<file path="src/design/tcw_pkg.sv">
package tcw_pkg;

   // Register offsets on the plain register port
   localparam logic [2:0] ADDR_CTRL = 3'h0;
   localparam logic [2:0] ADDR_COUNT = 3'h1;
   localparam logic [2:0] ADDR_COMPARE = 3'h2;
   localparam logic [2:0] ADDR_FLAGS = 3'h3;
   localparam logic [2:0] ADDR_STATE = 3'h4;

   // Control register field positions
   localparam int CTRL_WAVE_LSB = 0;
   localparam int CTRL_OUT_LSB = 2;
   localparam int CTRL_FORCE_BIT = 4;
   localparam int CTRL_DIR_BIT = 5;
   localparam int CTRL_PORT_BIT = 6;

   // Flag register field positions
   localparam int FLAG_OVF_BIT = 0;
   localparam int FLAG_CMP_BIT = 1;
   localparam int FLAG_STATE_BIT = 2;
   localparam int STATE_BIT = 0;

   // Counter landmarks and values after reset
   localparam logic [7:0] COUNT_BOTTOM = 8'h00;
   localparam logic [7:0] COUNT_MAX = 8'hff;
   localparam logic [7:0] RESET_BYTE = 8'h00;
   localparam logic RESET_BIT = 1'b0;

   // Waveform generation modes
   typedef enum logic [1:0] {
      TCW_NORMAL = 2'h0,
      TCW_PHASE = 2'h1,
      TCW_CTC = 2'h2,
      TCW_FAST = 2'h3
   } tcw_wave_mode_t;

   // Compare output actions
   typedef enum logic [1:0] {
      TCW_OUT_NONE = 2'h0,
      TCW_OUT_TOGGLE = 2'h1,
      TCW_OUT_CLEAR = 2'h2,
      TCW_OUT_SET = 2'h3
   } tcw_out_mode_t;

   // Match action of the non-PWM modes, shared by real and forced matches
   function automatic logic tcw_match_action(input tcw_out_mode_t om, input logic cur);
      case (om)
         TCW_OUT_TOGGLE: tcw_match_action = ~cur;
         TCW_OUT_CLEAR: tcw_match_action = 1'b0;
         TCW_OUT_SET: tcw_match_action = 1'b1;
         default: tcw_match_action = cur;
      endcase
   endfunction : tcw_match_action

endpackage : tcw_pkg

</file>
<file path="src/design/tcw_timer.sv">
// Chosen here: the address map and the strobed register port.
`timescale 1ns/10ps
module tcw_timer (
   input wire logic ref_clk,
   input wire logic reset_n,
   input wire logic timer_tick,
   input wire logic [2:0] reg_addr,
   input wire logic [7:0] reg_wdata,
   input wire logic reg_wr,
   input wire logic reg_rd,
   input wire logic ovf_service,
   input wire logic cmp_service,
   output logic [7:0] reg_rdata,
   output logic overflow_flag,
   output logic compare_flag,
   output logic pin_out,
   output logic pin_oe
);

   // Configuration state
   tcw_pkg::tcw_wave_mode_t waveform_mode_select;
   tcw_pkg::tcw_out_mode_t compare_output_mode;
   logic pin_direction_bit;
   logic port_data_bit;
   tcw_pkg::tcw_wave_mode_t next_waveform_mode_select;
   tcw_pkg::tcw_out_mode_t next_compare_output_mode;
   logic next_pin_direction_bit;
   logic next_port_data_bit;

   // Counter and compare state
   logic [7:0] counter_value;
   logic [7:0] compare_value;
   logic [7:0] compare_buffer;
   logic match_blocked;
   logic [7:0] next_counter_value;
   logic [7:0] next_compare_value;
   logic [7:0] next_compare_buffer;
   logic next_match_blocked;

   // Flags and compare output state
   logic compare_output_state;
   logic next_overflow_flag;
   logic next_compare_flag;
   logic next_compare_output_state;
   logic [7:0] next_reg_rdata;
   logic next_pin_out;
   logic next_pin_oe;

   // Decoded strobes and events
   logic wr_ctrl;
   logic wr_count;
   logic wr_compare;
   logic wr_flags;
   logic wr_state;
   logic force_compare_strobe;
   logic is_pwm;
   logic match_evt;
   logic bottom_evt;
   logic ovf_evt;
   tcw_pkg::tcw_out_mode_t force_mode;

   // Address decoding
   always_comb begin
      wr_ctrl = 1'b0;
      wr_count = 1'b0;
      wr_compare = 1'b0;
      wr_flags = 1'b0;
      wr_state = 1'b0;
      if (reg_wr && reg_addr == tcw_pkg::ADDR_CTRL) begin
         wr_ctrl = 1'b1;
      end else if (reg_wr && reg_addr == tcw_pkg::ADDR_COUNT) begin
         wr_count = 1'b1;
      end else if (reg_wr && reg_addr == tcw_pkg::ADDR_COMPARE) begin
         wr_compare = 1'b1;
      end else if (reg_wr && reg_addr == tcw_pkg::ADDR_FLAGS) begin
         wr_flags = 1'b1;
      end else if (reg_wr && reg_addr == tcw_pkg::ADDR_STATE) begin
         wr_state = 1'b1;
      end
   end

   // Configuration next values; output mode takes effect at once, acting on later matches
   always_comb begin
      next_waveform_mode_select = waveform_mode_select;
      next_compare_output_mode = compare_output_mode;
      next_pin_direction_bit = pin_direction_bit;
      next_port_data_bit = port_data_bit;
      if (wr_ctrl) begin
         next_waveform_mode_select = tcw_pkg::tcw_wave_mode_t'(reg_wdata[tcw_pkg::CTRL_WAVE_LSB +: 2]);
         next_compare_output_mode = tcw_pkg::tcw_out_mode_t'(reg_wdata[tcw_pkg::CTRL_OUT_LSB +: 2]);
         next_pin_direction_bit = reg_wdata[tcw_pkg::CTRL_DIR_BIT];
         next_port_data_bit = reg_wdata[tcw_pkg::CTRL_PORT_BIT];
      end
   end

   always_ff @(posedge ref_clk or negedge reset_n) begin
      if (!reset_n) begin
         waveform_mode_select <= tcw_pkg::TCW_NORMAL;
         compare_output_mode <= tcw_pkg::TCW_OUT_NONE;
         pin_direction_bit <= tcw_pkg::RESET_BIT;
         port_data_bit <= tcw_pkg::RESET_BIT;
      end else begin
         waveform_mode_select <= next_waveform_mode_select;
         compare_output_mode <= next_compare_output_mode;
         pin_direction_bit <= next_pin_direction_bit;
         port_data_bit <= next_port_data_bit;
      end
   end

   // Events seen on a timer clock; a counter write blocks the match one tick later
   always_comb begin
      is_pwm = (waveform_mode_select == tcw_pkg::TCW_FAST);
      match_evt = timer_tick && !match_blocked && (counter_value == compare_value);
      bottom_evt = timer_tick && is_pwm && (counter_value == tcw_pkg::COUNT_MAX) && !wr_count;
      force_compare_strobe = wr_ctrl && reg_wdata[tcw_pkg::CTRL_FORCE_BIT];
      force_mode = tcw_pkg::tcw_out_mode_t'(reg_wdata[tcw_pkg::CTRL_OUT_LSB +: 2]);
   end

   // Counter sequence chosen by waveform mode only; software write has priority
   always_comb begin
      next_counter_value = counter_value;
      next_match_blocked = match_blocked;
      ovf_evt = 1'b0;
      if (timer_tick) begin
         next_match_blocked = 1'b0;
      end
      if (wr_count) begin
         next_counter_value = reg_wdata;
         next_match_blocked = 1'b1;
      end else if (timer_tick) begin
         case (waveform_mode_select)
            tcw_pkg::TCW_CTC: begin
               if (match_evt) begin
                  next_counter_value = tcw_pkg::COUNT_BOTTOM;
               end else begin
                  next_counter_value = counter_value + 8'h01;
               end
               ovf_evt = (counter_value == tcw_pkg::COUNT_MAX);
            end
            tcw_pkg::TCW_FAST: begin
               next_counter_value = counter_value + 8'h01;
               ovf_evt = (next_counter_value == tcw_pkg::COUNT_MAX);
            end
            default: begin
               next_counter_value = counter_value + 8'h01;
               ovf_evt = (next_counter_value == tcw_pkg::COUNT_BOTTOM);
            end
         endcase
      end
   end

   // Compare value: direct outside PWM, buffered and loaded at bottom in fast PWM
   always_comb begin
      next_compare_buffer = compare_buffer;
      next_compare_value = compare_value;
      if (wr_compare) begin
         next_compare_buffer = reg_wdata;
      end
      if (!is_pwm) begin
         next_compare_value = next_compare_buffer;
      end else if (bottom_evt) begin
         next_compare_value = compare_buffer;
      end
   end

   always_ff @(posedge ref_clk or negedge reset_n) begin
      if (!reset_n) begin
         counter_value <= tcw_pkg::RESET_BYTE;
         compare_value <= tcw_pkg::RESET_BYTE;
         compare_buffer <= tcw_pkg::RESET_BYTE;
         match_blocked <= tcw_pkg::RESET_BIT;
      end else begin
         counter_value <= next_counter_value;
         compare_value <= next_compare_value;
         compare_buffer <= next_compare_buffer;
         match_blocked <= next_match_blocked;
      end
   end

   // Flags: a hardware set beats a clear in the same cycle
   always_comb begin
      next_overflow_flag = overflow_flag;
      next_compare_flag = compare_flag;
      if (ovf_service || (wr_flags && reg_wdata[tcw_pkg::FLAG_OVF_BIT])) begin
         next_overflow_flag = 1'b0;
      end
      if (cmp_service || (wr_flags && reg_wdata[tcw_pkg::FLAG_CMP_BIT])) begin
         next_compare_flag = 1'b0;
      end
      if (ovf_evt) begin
         next_overflow_flag = 1'b1;
      end
      if (match_evt) begin
         next_compare_flag = 1'b1;
      end
   end

   // Compare output state; the force strobe never touches flags or counter
   always_comb begin
      next_compare_output_state = compare_output_state;
      if (is_pwm) begin
         if (match_evt) begin
            case (compare_output_mode)
               tcw_pkg::TCW_OUT_TOGGLE: next_compare_output_state = ~compare_output_state;
               tcw_pkg::TCW_OUT_CLEAR: next_compare_output_state = 1'b0;
               tcw_pkg::TCW_OUT_SET: next_compare_output_state = 1'b1;
               default: next_compare_output_state = compare_output_state;
            endcase
         end
         // Bottom wins over a match at MAX, giving the constant level
         if (bottom_evt && compare_output_mode == tcw_pkg::TCW_OUT_CLEAR) begin
            next_compare_output_state = 1'b1;
         end else if (bottom_evt && compare_output_mode == tcw_pkg::TCW_OUT_SET) begin
            next_compare_output_state = 1'b0;
         end
      end else if (force_compare_strobe) begin
         next_compare_output_state = tcw_pkg::tcw_match_action(force_mode, compare_output_state);
      end else if (match_evt && waveform_mode_select != tcw_pkg::TCW_PHASE) begin
         next_compare_output_state = tcw_pkg::tcw_match_action(compare_output_mode, compare_output_state);
      end
      // Phase correct mode is not built here, so real matches leave the output state alone in it; a force strobe still acts
      if (wr_state) begin
         next_compare_output_state = reg_wdata[tcw_pkg::STATE_BIT];
      end
   end

   // Pin mux and read data, all registered so outputs leave flops
   always_comb begin
      // Next mode, so the pin switches source in the same cycle as the mode register
      if (next_compare_output_mode != tcw_pkg::TCW_OUT_NONE) begin
         next_pin_out = next_compare_output_state;
      end else begin
         next_pin_out = next_port_data_bit;
      end
      next_pin_oe = next_pin_direction_bit;
      next_reg_rdata = 8'h00;
      if (reg_rd && reg_addr == tcw_pkg::ADDR_CTRL) begin
         next_reg_rdata = {1'b0, port_data_bit, pin_direction_bit, 1'b0, compare_output_mode, waveform_mode_select};
      end else if (reg_rd && reg_addr == tcw_pkg::ADDR_COUNT) begin
         next_reg_rdata = counter_value;
      end else if (reg_rd && reg_addr == tcw_pkg::ADDR_COMPARE) begin
         next_reg_rdata = compare_buffer;
      end else if (reg_rd && reg_addr == tcw_pkg::ADDR_FLAGS) begin
         next_reg_rdata = {5'h00, compare_output_state, compare_flag, overflow_flag};
      end else if (reg_rd && reg_addr == tcw_pkg::ADDR_STATE) begin
         next_reg_rdata = {7'h00, compare_output_state};
      end
   end

   always_ff @(posedge ref_clk or negedge reset_n) begin
      if (!reset_n) begin
         overflow_flag <= tcw_pkg::RESET_BIT;
         compare_flag <= tcw_pkg::RESET_BIT;
         compare_output_state <= tcw_pkg::RESET_BIT;
         pin_out <= tcw_pkg::RESET_BIT;
         pin_oe <= tcw_pkg::RESET_BIT;
         reg_rdata <= tcw_pkg::RESET_BYTE;
      end else begin
         overflow_flag <= next_overflow_flag;
         compare_flag <= next_compare_flag;
         compare_output_state <= next_compare_output_state;
         pin_out <= next_pin_out;
         pin_oe <= next_pin_oe;
         reg_rdata <= next_reg_rdata;
      end
   end
endmodule : tcw_timer

</file>
<file path="config.mk">
export PLATFORM = sky130hd
export DESIGN_NAME = tcw_timer
export DESIGN_NICKNAME = d
export VERILOG_FILES = /design/src/design/tcw_pkg.sv /design/src/design/tcw_timer.sv
export SDC_FILE = /design/constraint.sdc
export NUM_CORES = 1
export LEC_CHECK = 0
export ABC_CLOCK_PERIOD_IN_PS = 1860
export BUFFER_PORTS_ARGS = -buffer_cell sky130_fd_sc_hd__buf_2
export CAP_MARGIN = 20
export CORE_ASPECT_RATIO = 1.75
export CORE_MARGIN = 1.5
export CORE_UTILIZATION = 53
export DETAILED_ROUTE_END_ITERATION = 7
export GPL_TIMING_DRIVEN = 0
export PLACE_DENSITY = 0.87
export REMOVE_ABC_BUFFERS = 1
export SLEW_MARGIN = 5
export SYNTH_ARGS = -nofsm -noshare
export SYNTH_HDL_FRONTEND = slang
export SYNTH_SLANG_ARGS = --single-unit
export TNS_END_PERCENT = 100
</file>
<file path="constraint.sdc">
create_clock -name ref_clk -period 1.86 [get_ports ref_clk]
set_input_delay 0.186 -clock ref_clk [delete_from_list [all_inputs] [get_ports ref_clk]]
set_output_delay 0.186 -clock ref_clk [all_outputs]
set_load 0.03 [all_outputs]
</file>
Word level (Yosys, flattened, before mapping)
Cells that the tools add are included.
W data, S select, Z words.
{"block": "totals", "inputBits": 18, "romBits": 0, "ram_bits": 0, "output_inout_bits": 12, "latch_bits": 0, "ff_bits": 43, "n_memories": 0}
{"block": "op_classes", "n_lt_le_gt_ge": 0, "addsub": 1, "n_eq_ne": 17, "muxes": 48, "n_bitwise": 1, "reduce_logical": 31, "multipliers": 0, "shifts": 0, "div": 0}
{"cell": "$mux W8", "n": 10}
{"cell": "$mux W1", "n": 33}
{"cell": "$logic_and A1 B1 Y1", "n": 21}
{"cell": "$eq A8 B8 Y1 const B", "n": 2}
{"cell": "$eq A2 B2 Y1 const B", "n": 6}
{"cell": "$add A8 B1 Y8 const B", "n": 1}
{"cell": "$eq A8 B8 Y1", "n": 1}
{"cell": "$logic_not A8 Y1", "n": 1}
{"cell": "$reduce_bool A2 Y1", "n": 4}
{"cell": "$eq A3 B2 Y1 const B", "n": 2}
{"cell": "$pmux W1 S3", "n": 2}
{"cell": "$eq A2 B1 Y1 const B", "n": 2}
{"cell": "$ne A2 B1 Y1 const B", "n": 2}
{"cell": "$eq A3 B1 Y1 const B", "n": 1}
{"cell": "$eq A3 B3 Y1 const B", "n": 1}
{"cell": "$logic_not A3 Y1", "n": 1}
{"cell": "$mux W3", "n": 1}
{"cell": "$logic_not A1 Y1", "n": 2}
{"cell": "$logic_or A1 B1 Y1", "n": 2}
{"cell": "$mux W2", "n": 1}
{"cell": "$pmux W1 S2", "n": 1}
{"cell": "$not A1 Y1", "n": 1}

Longest topological paths before layout
{"block": "depth", "ltp_word": 12, "mapped_depth": 8, "depth_no_buf": 7}

Worst setup path before layout
Ideal clock, no wire load.
{"block": "synth_timing", "path_type": "reg-to-reg", "startpoint": "register counter_value[1]", "endpoint": "register pin_out", "arrival_ns": 1.937, "slack_ns": -0.204, "n_path_buf": 1, "synth_period_minus_slack_ns": 2.064, "t_required_ns": 1.733, "stages_incl_launch_ff": 9, "setup_time_ns": 0.127, "path_cell_list": "dfrtp_1 ha_1 nand3_1 or4_1 buf_6 nor3_1 a211oi_2 nand4_1 o31ai_1"}
{"block": "synth_between", "elab_chain_cells": 9, "word_cells_on_any_way": 16, "cone_classes": "eq/ne (2); mux (8); reduce/logical (6)"}
{"element": "start, declared", "line": "tcw_timer.sv:31", "text": "logic [7:0] counter_value;"}
{"element": "start signal, assigned", "line": "tcw_timer.sv:168", "text": "counter_value <= tcw_pkg::RESET_BYTE;"}
{"element": "start signal, assigned", "line": "tcw_timer.sv:173", "text": "counter_value <= next_counter_value;"}
{"element": "$eq A8 B8 Y1", "line": "tcw_timer.sv:114", "text": "bottom_evt = timer_tick && is_pwm && (counter_value == tcw_pkg::COUNT_MAX) && !wr_count;"}
{"element": "$logic_and A1 B1 Y1 (2 in a row)", "line": "tcw_timer.sv:114"}
{"element": "$logic_and A1 B1 Y1", "line": "tcw_timer.sv:213", "text": "end else if (bottom_evt && compare_output_mode == tcw_pkg::TCW_OUT_SET) begin"}
{"element": "$mux W1", "line": "tcw_timer.sv:213"}
{"element": "$mux W1", "line": "tcw_timer.sv:211", "text": "if (bottom_evt && compare_output_mode == tcw_pkg::TCW_OUT_CLEAR) begin"}
{"element": "$mux W1 (*)", "line": "tcw_timer.sv:201", "text": "if (is_pwm) begin"}
{"element": "$mux W1 (*)", "line": "tcw_timer.sv:222", "text": "if (wr_state) begin"}
{"element": "$mux W1 (*)", "line": "tcw_timer.sv:230", "text": "if (next_compare_output_mode != tcw_pkg::TCW_OUT_NONE) begin"}
{"element": "named net next_pin_out", "line": "tcw_timer.sv:46", "text": "logic next_pin_out;"}
{"element": "end signal, assigned", "line": "tcw_timer.sv:255", "text": "pin_out <= tcw_pkg::RESET_BIT;"}
{"element": "end signal, assigned", "line": "tcw_timer.sv:262", "text": "pin_out <= next_pin_out;"}
{"element": "end, declared", "line": "tcw_timer.sv:16", "text": "output logic pin_out,"}
Mark *: on every way through the listed nets, which the timed path passes. The rest lies on a longest branch.
A chain may end at the register's enable or synchronous reset.

Final worst setup path
{"block": "layout_timing", "startpoint": "register compare_value[3]", "endpoint": "register counter_value[6]"}
{"block": "layout_between", "elab_chain_cells": 6}
{"element": "start, declared", "line": "tcw_timer.sv:32", "text": "logic [7:0] compare_value;"}
{"element": "start signal, assigned", "line": "tcw_timer.sv:169", "text": "compare_value <= tcw_pkg::RESET_BYTE;"}
{"element": "start signal, assigned", "line": "tcw_timer.sv:174", "text": "compare_value <= next_compare_value;"}
{"element": "$eq A8 B8 Y1", "line": "tcw_timer.sv:113", "text": "match_evt = timer_tick && !match_blocked && (counter_value == compare_value);"}
{"element": "$logic_and A1 B1 Y1", "line": "tcw_timer.sv:113"}
{"element": "$mux W8", "line": "tcw_timer.sv:133", "text": "if (match_evt) begin"}
{"element": "$mux W8"}
{"element": "$mux W8", "line": "tcw_timer.sv:130", "text": "end else if (timer_tick) begin"}
{"element": "$mux W8", "line": "tcw_timer.sv:127", "text": "if (wr_count) begin"}
Every way passes these cells. The select of a mux whose other input is x is not followed.

==> reports/results.tsv <==
stage	metric	value	unit
final_layout	Nets	329	
critical_path	Worst setup EP type	register	
routing	Routed Antenna Nets	0	
critical_path	Crit Path Max Fanout	6	
critical_path	buffers and inverters on the worst path	1	
timing	final worst slack	-0.0881	ns
critical_path	crit path DAT	2.12	ns
final_layout	Final Core Density	68.5	%
hold_path	worst hold path type	in -> async	
place	number of I/O port buffers	29	
critical_path	Critical Path Start Type	register	
place	pre-CTS setup slack	-0.812	ns
timing	Final Setup Violations	5	
die	Initial Utilization	55.7	%
timing	Tcrit/Tclk final	105	%
global_routing	GRT overflow	0	
status	failing checks	setup timing	
yosys	Yosys cell types	57	
global_routing	vias in the first global route	2369	
die	die area	0.00544	sq mm
final_layout	Layout area overhead	23.0	%
final_layout	fraction of layout cells with a size suffix above 1	40.0	%
critical_path	Worst Path Required	2.03	ns
die	die width	56.4	microns
power	leak pwr	1.45	nW
global_routing	antenna violations before repair	0	
critical_path	crit-path cells	xnor2_4, nand4_4, o41ai_4, buf_6, a21oi_1, o21ai_1, o311ai_1	
routing	WL per Instance	21.5	microns
status	status	finished with violations	
global_routing	gr usage total	28.6	%
yosys	Yosys reg bits	43	
critical_path	CP max stage delay	0.46	ns
yosys	number of synthesized flops with an enable pin	0	
timing	fin. max-slew vios	0	
yosys	Warnings, synthesis	0	
routing	Vias	2420	
timing	Worst Tran Pin Value	0.990	ns
place	routability congestion estimate	0.876	
power	total power	3.31	mW
routing	Initial DRC Count	155	
place	post-DP HPWL	4.40	mm
power	Pwr Density	1020	mW/mm^2
clock_tree	cts bufs inserted	5	
clock_tree	clock latency on the worst-skew pair	0.31	ns
die	die span in y	96.4	microns
critical_path	critical path class	reg -> reg	
timing	RSZ-0062 raised after global routing	yes	
timing	slew margin rel.	34.0	%
critical_path	FF-to-FF setup slack	-0.09	ns
yosys	cell with the most instances after synthesis	dfrtp_1	
clock_tree	clock slew at reported path FFs	0.09	ns
final_layout	final std cell area, no fill	0.00325	sq mm
timing	Final Skew	0.0116	ns
die	core area	0.00475	sq mm
critical_path	Worst path top cell family by delay	compound AO/OA/AOI/OAI gates	
routing	vias per cell	6.69	
clock_tree	H-Tree Level Count	2	
clock_tree	Clock Path Buffers	2	
routing	DR pass1 iterations	5	
yosys	Synth Flop Type	dfrtp_1	
clock_tree	clk sink count	43	
power	maximum VDD drop	0.751	mV
global_routing	largest net degree at the start of global routing	44	
yosys	area leader, netlist	dfrtp_1	
critical_path	Crit-path slowest cell	dfrtp_2	
yosys	synthesized area per cell	10.1	sq um
clock_tree	CTS root buf	clkbuf_8	
yosys	cell count after synthesis	261	
yosys	sequential fraction of the synthesis area	40.7	%
place	placed cell area	0.00273	sq mm
yosys	Post-synth ARST share	100	%
job	MaxCap Viol Count	0	
yosys	Mapped Area	0.00264	sq mm
timing	Tmin final	1.95	ns
die	row cnt	33	
global_routing	global-route wire length before repair	11.7	mm
final_layout	ant diodes	0	
timing	Final Hold Viols	0	
yosys	synth cell count leaders	dfrtp_1 (43), nand2_1 (27), nor2_1 (17)	
clock_tree	TritonCTS clock tree	done	
routing	Post-Route WL	7.79	mm
routing	post-route DRC violation count	0	
yosys	area share of the largest cell type after synthesis	40.7	%
yosys	top post-synthesis cells by area	dfrtp_1 (41%), mux2i_1 (6.1%), mux2_2 (5.1%)	
timing	Fmax	513	MHz
die	IO Count	30	
[sequential cells by signal (all words and copies together), names as in the netlist]
signal and cells:
counter_value 8, reg_rdata 8, overflow_flag 1, match_blocked 1, compare_flag 1, compare_value 8
port_data_bit 1, compare_output_mode 2, compare_output_state 1, pin_oe 1, pin_out 1, waveform_mode_select 2
compare_buffer 8
[routing by layer]
metal	wire length (microns)	track usage, %
met5	0	0
met4	518	18.3
met3	569	4.39
met2	3950	51.0
met1	2760	31.5
[kinds of logic (layout without fill, tap and decap cells)]
kind of cell	after synthesis	count (layout)	synth area share [%]
AOI/OAI and AO/OA	57	57	15.8
xor gates and xnor gates	11	11	4.92
adders and majority gates	2	2	0.947
buffers and inverters	24	73	5.26
DFF	43	43	40.7
muxes	30	30	12.9
and+or+nand+nor	94	94	19.5
[repair_timing]
| action | 4_1_cts | 5_1_grt |
|---|---|---|
| hold endpoints to repair | 0 | 0 |
| pin swaps | 7 | 9 |
| hold buffers | 0 | 0 |
| setup buffers | 22 | 8 |
| cloned | 1 | 0 |
| gates resized for setup | 28 | 23 |
| setup endpoints to repair | 19 | 18 |
[final timing paths]
kind / startpoint / end / depth (start not counted)
min reg2reg: match_blocked / match_blocked / 1
min in group ref_clk: reg_rd / reg_rdata[0] / 2
max in group asynchronous: reset_n / counter_value[6] / 1
max reg2reg: compare_value[3] / counter_value[6] / 7
min: reset_n / compare_flag / 1
max: compare_value[3] / counter_value[6] / 7
[report_power, final]
group / leakage [nW] / internal, mW / switching (mW)
clock network: 0.0408 / 0.269 / 0.365
logic: 0.878 / 0.631 / 0.672
registers: 0.531 / 1.13 / 0.243
[cell usage in the layout (no fill, tap or decap), types with 3 or more instances in the layout]
| cell | instances |
|---|---|
| o21ai_0 | 7 |
| o21ai_1 | 5 |
| o22ai_1 | 3 |
| nand2b_1 | 4 |
| o21a_1 | 7 |
| xnor2_4 | 3 |
| nor3_1 | 4 |
| dfrtp_2 | 9 |
| nand2_1 | 26 |
| xnor2_1 | 4 |
| mux2i_1 | 16 |
| o311ai_1 | 4 |
| a22oi_1 | 3 |
| mux2_2 | 12 |
| buf_4 | 25 |
| inv_1 | 5 |
| nor2b_1 | 10 |
| nand4_1 | 5 |
| a21oi_1 | 8 |
| xnor2_2 | 4 |
| clkbuf_8 | 5 |
| buf_2 | 29 |
| nand3_1 | 3 |
| nor2_1 | 16 |
| dfrtp_1 | 34 |
| buf_6 | 5 |
[area by class of cell]
type | instances | area, sq um
clock inverter | 3 | 23.8
timing repair buffer | 60 | 409
multi-input combinational | 194 | 1580
fill | 308 | 1500
inverter | 5 | 18.8
clock buffer | 5 | 68.8
tap | 52 | 65.1
sequential | 43 | 1090
[metrics by stage]
| step | instances | TNS [ns] | hold slack [ns] |
|---|---|---|---|
| 6_report | 362 | -0.278 | 0.0328 |
| 5_1_grt | 362 | -0.825 | 0.114 |
| 4_1_cts | 354 | -0.0160 | 0.0679 |
| 3_5_place_dp | 323 | -10.11 | 0.393 |
| 3_3_place_gp | 323 | -9.58 | 0.368 |
| 2_1_floorplan | 242 | -3.42 | -0.110 |
Note: power is estimated with default switching activity, not from simulation.
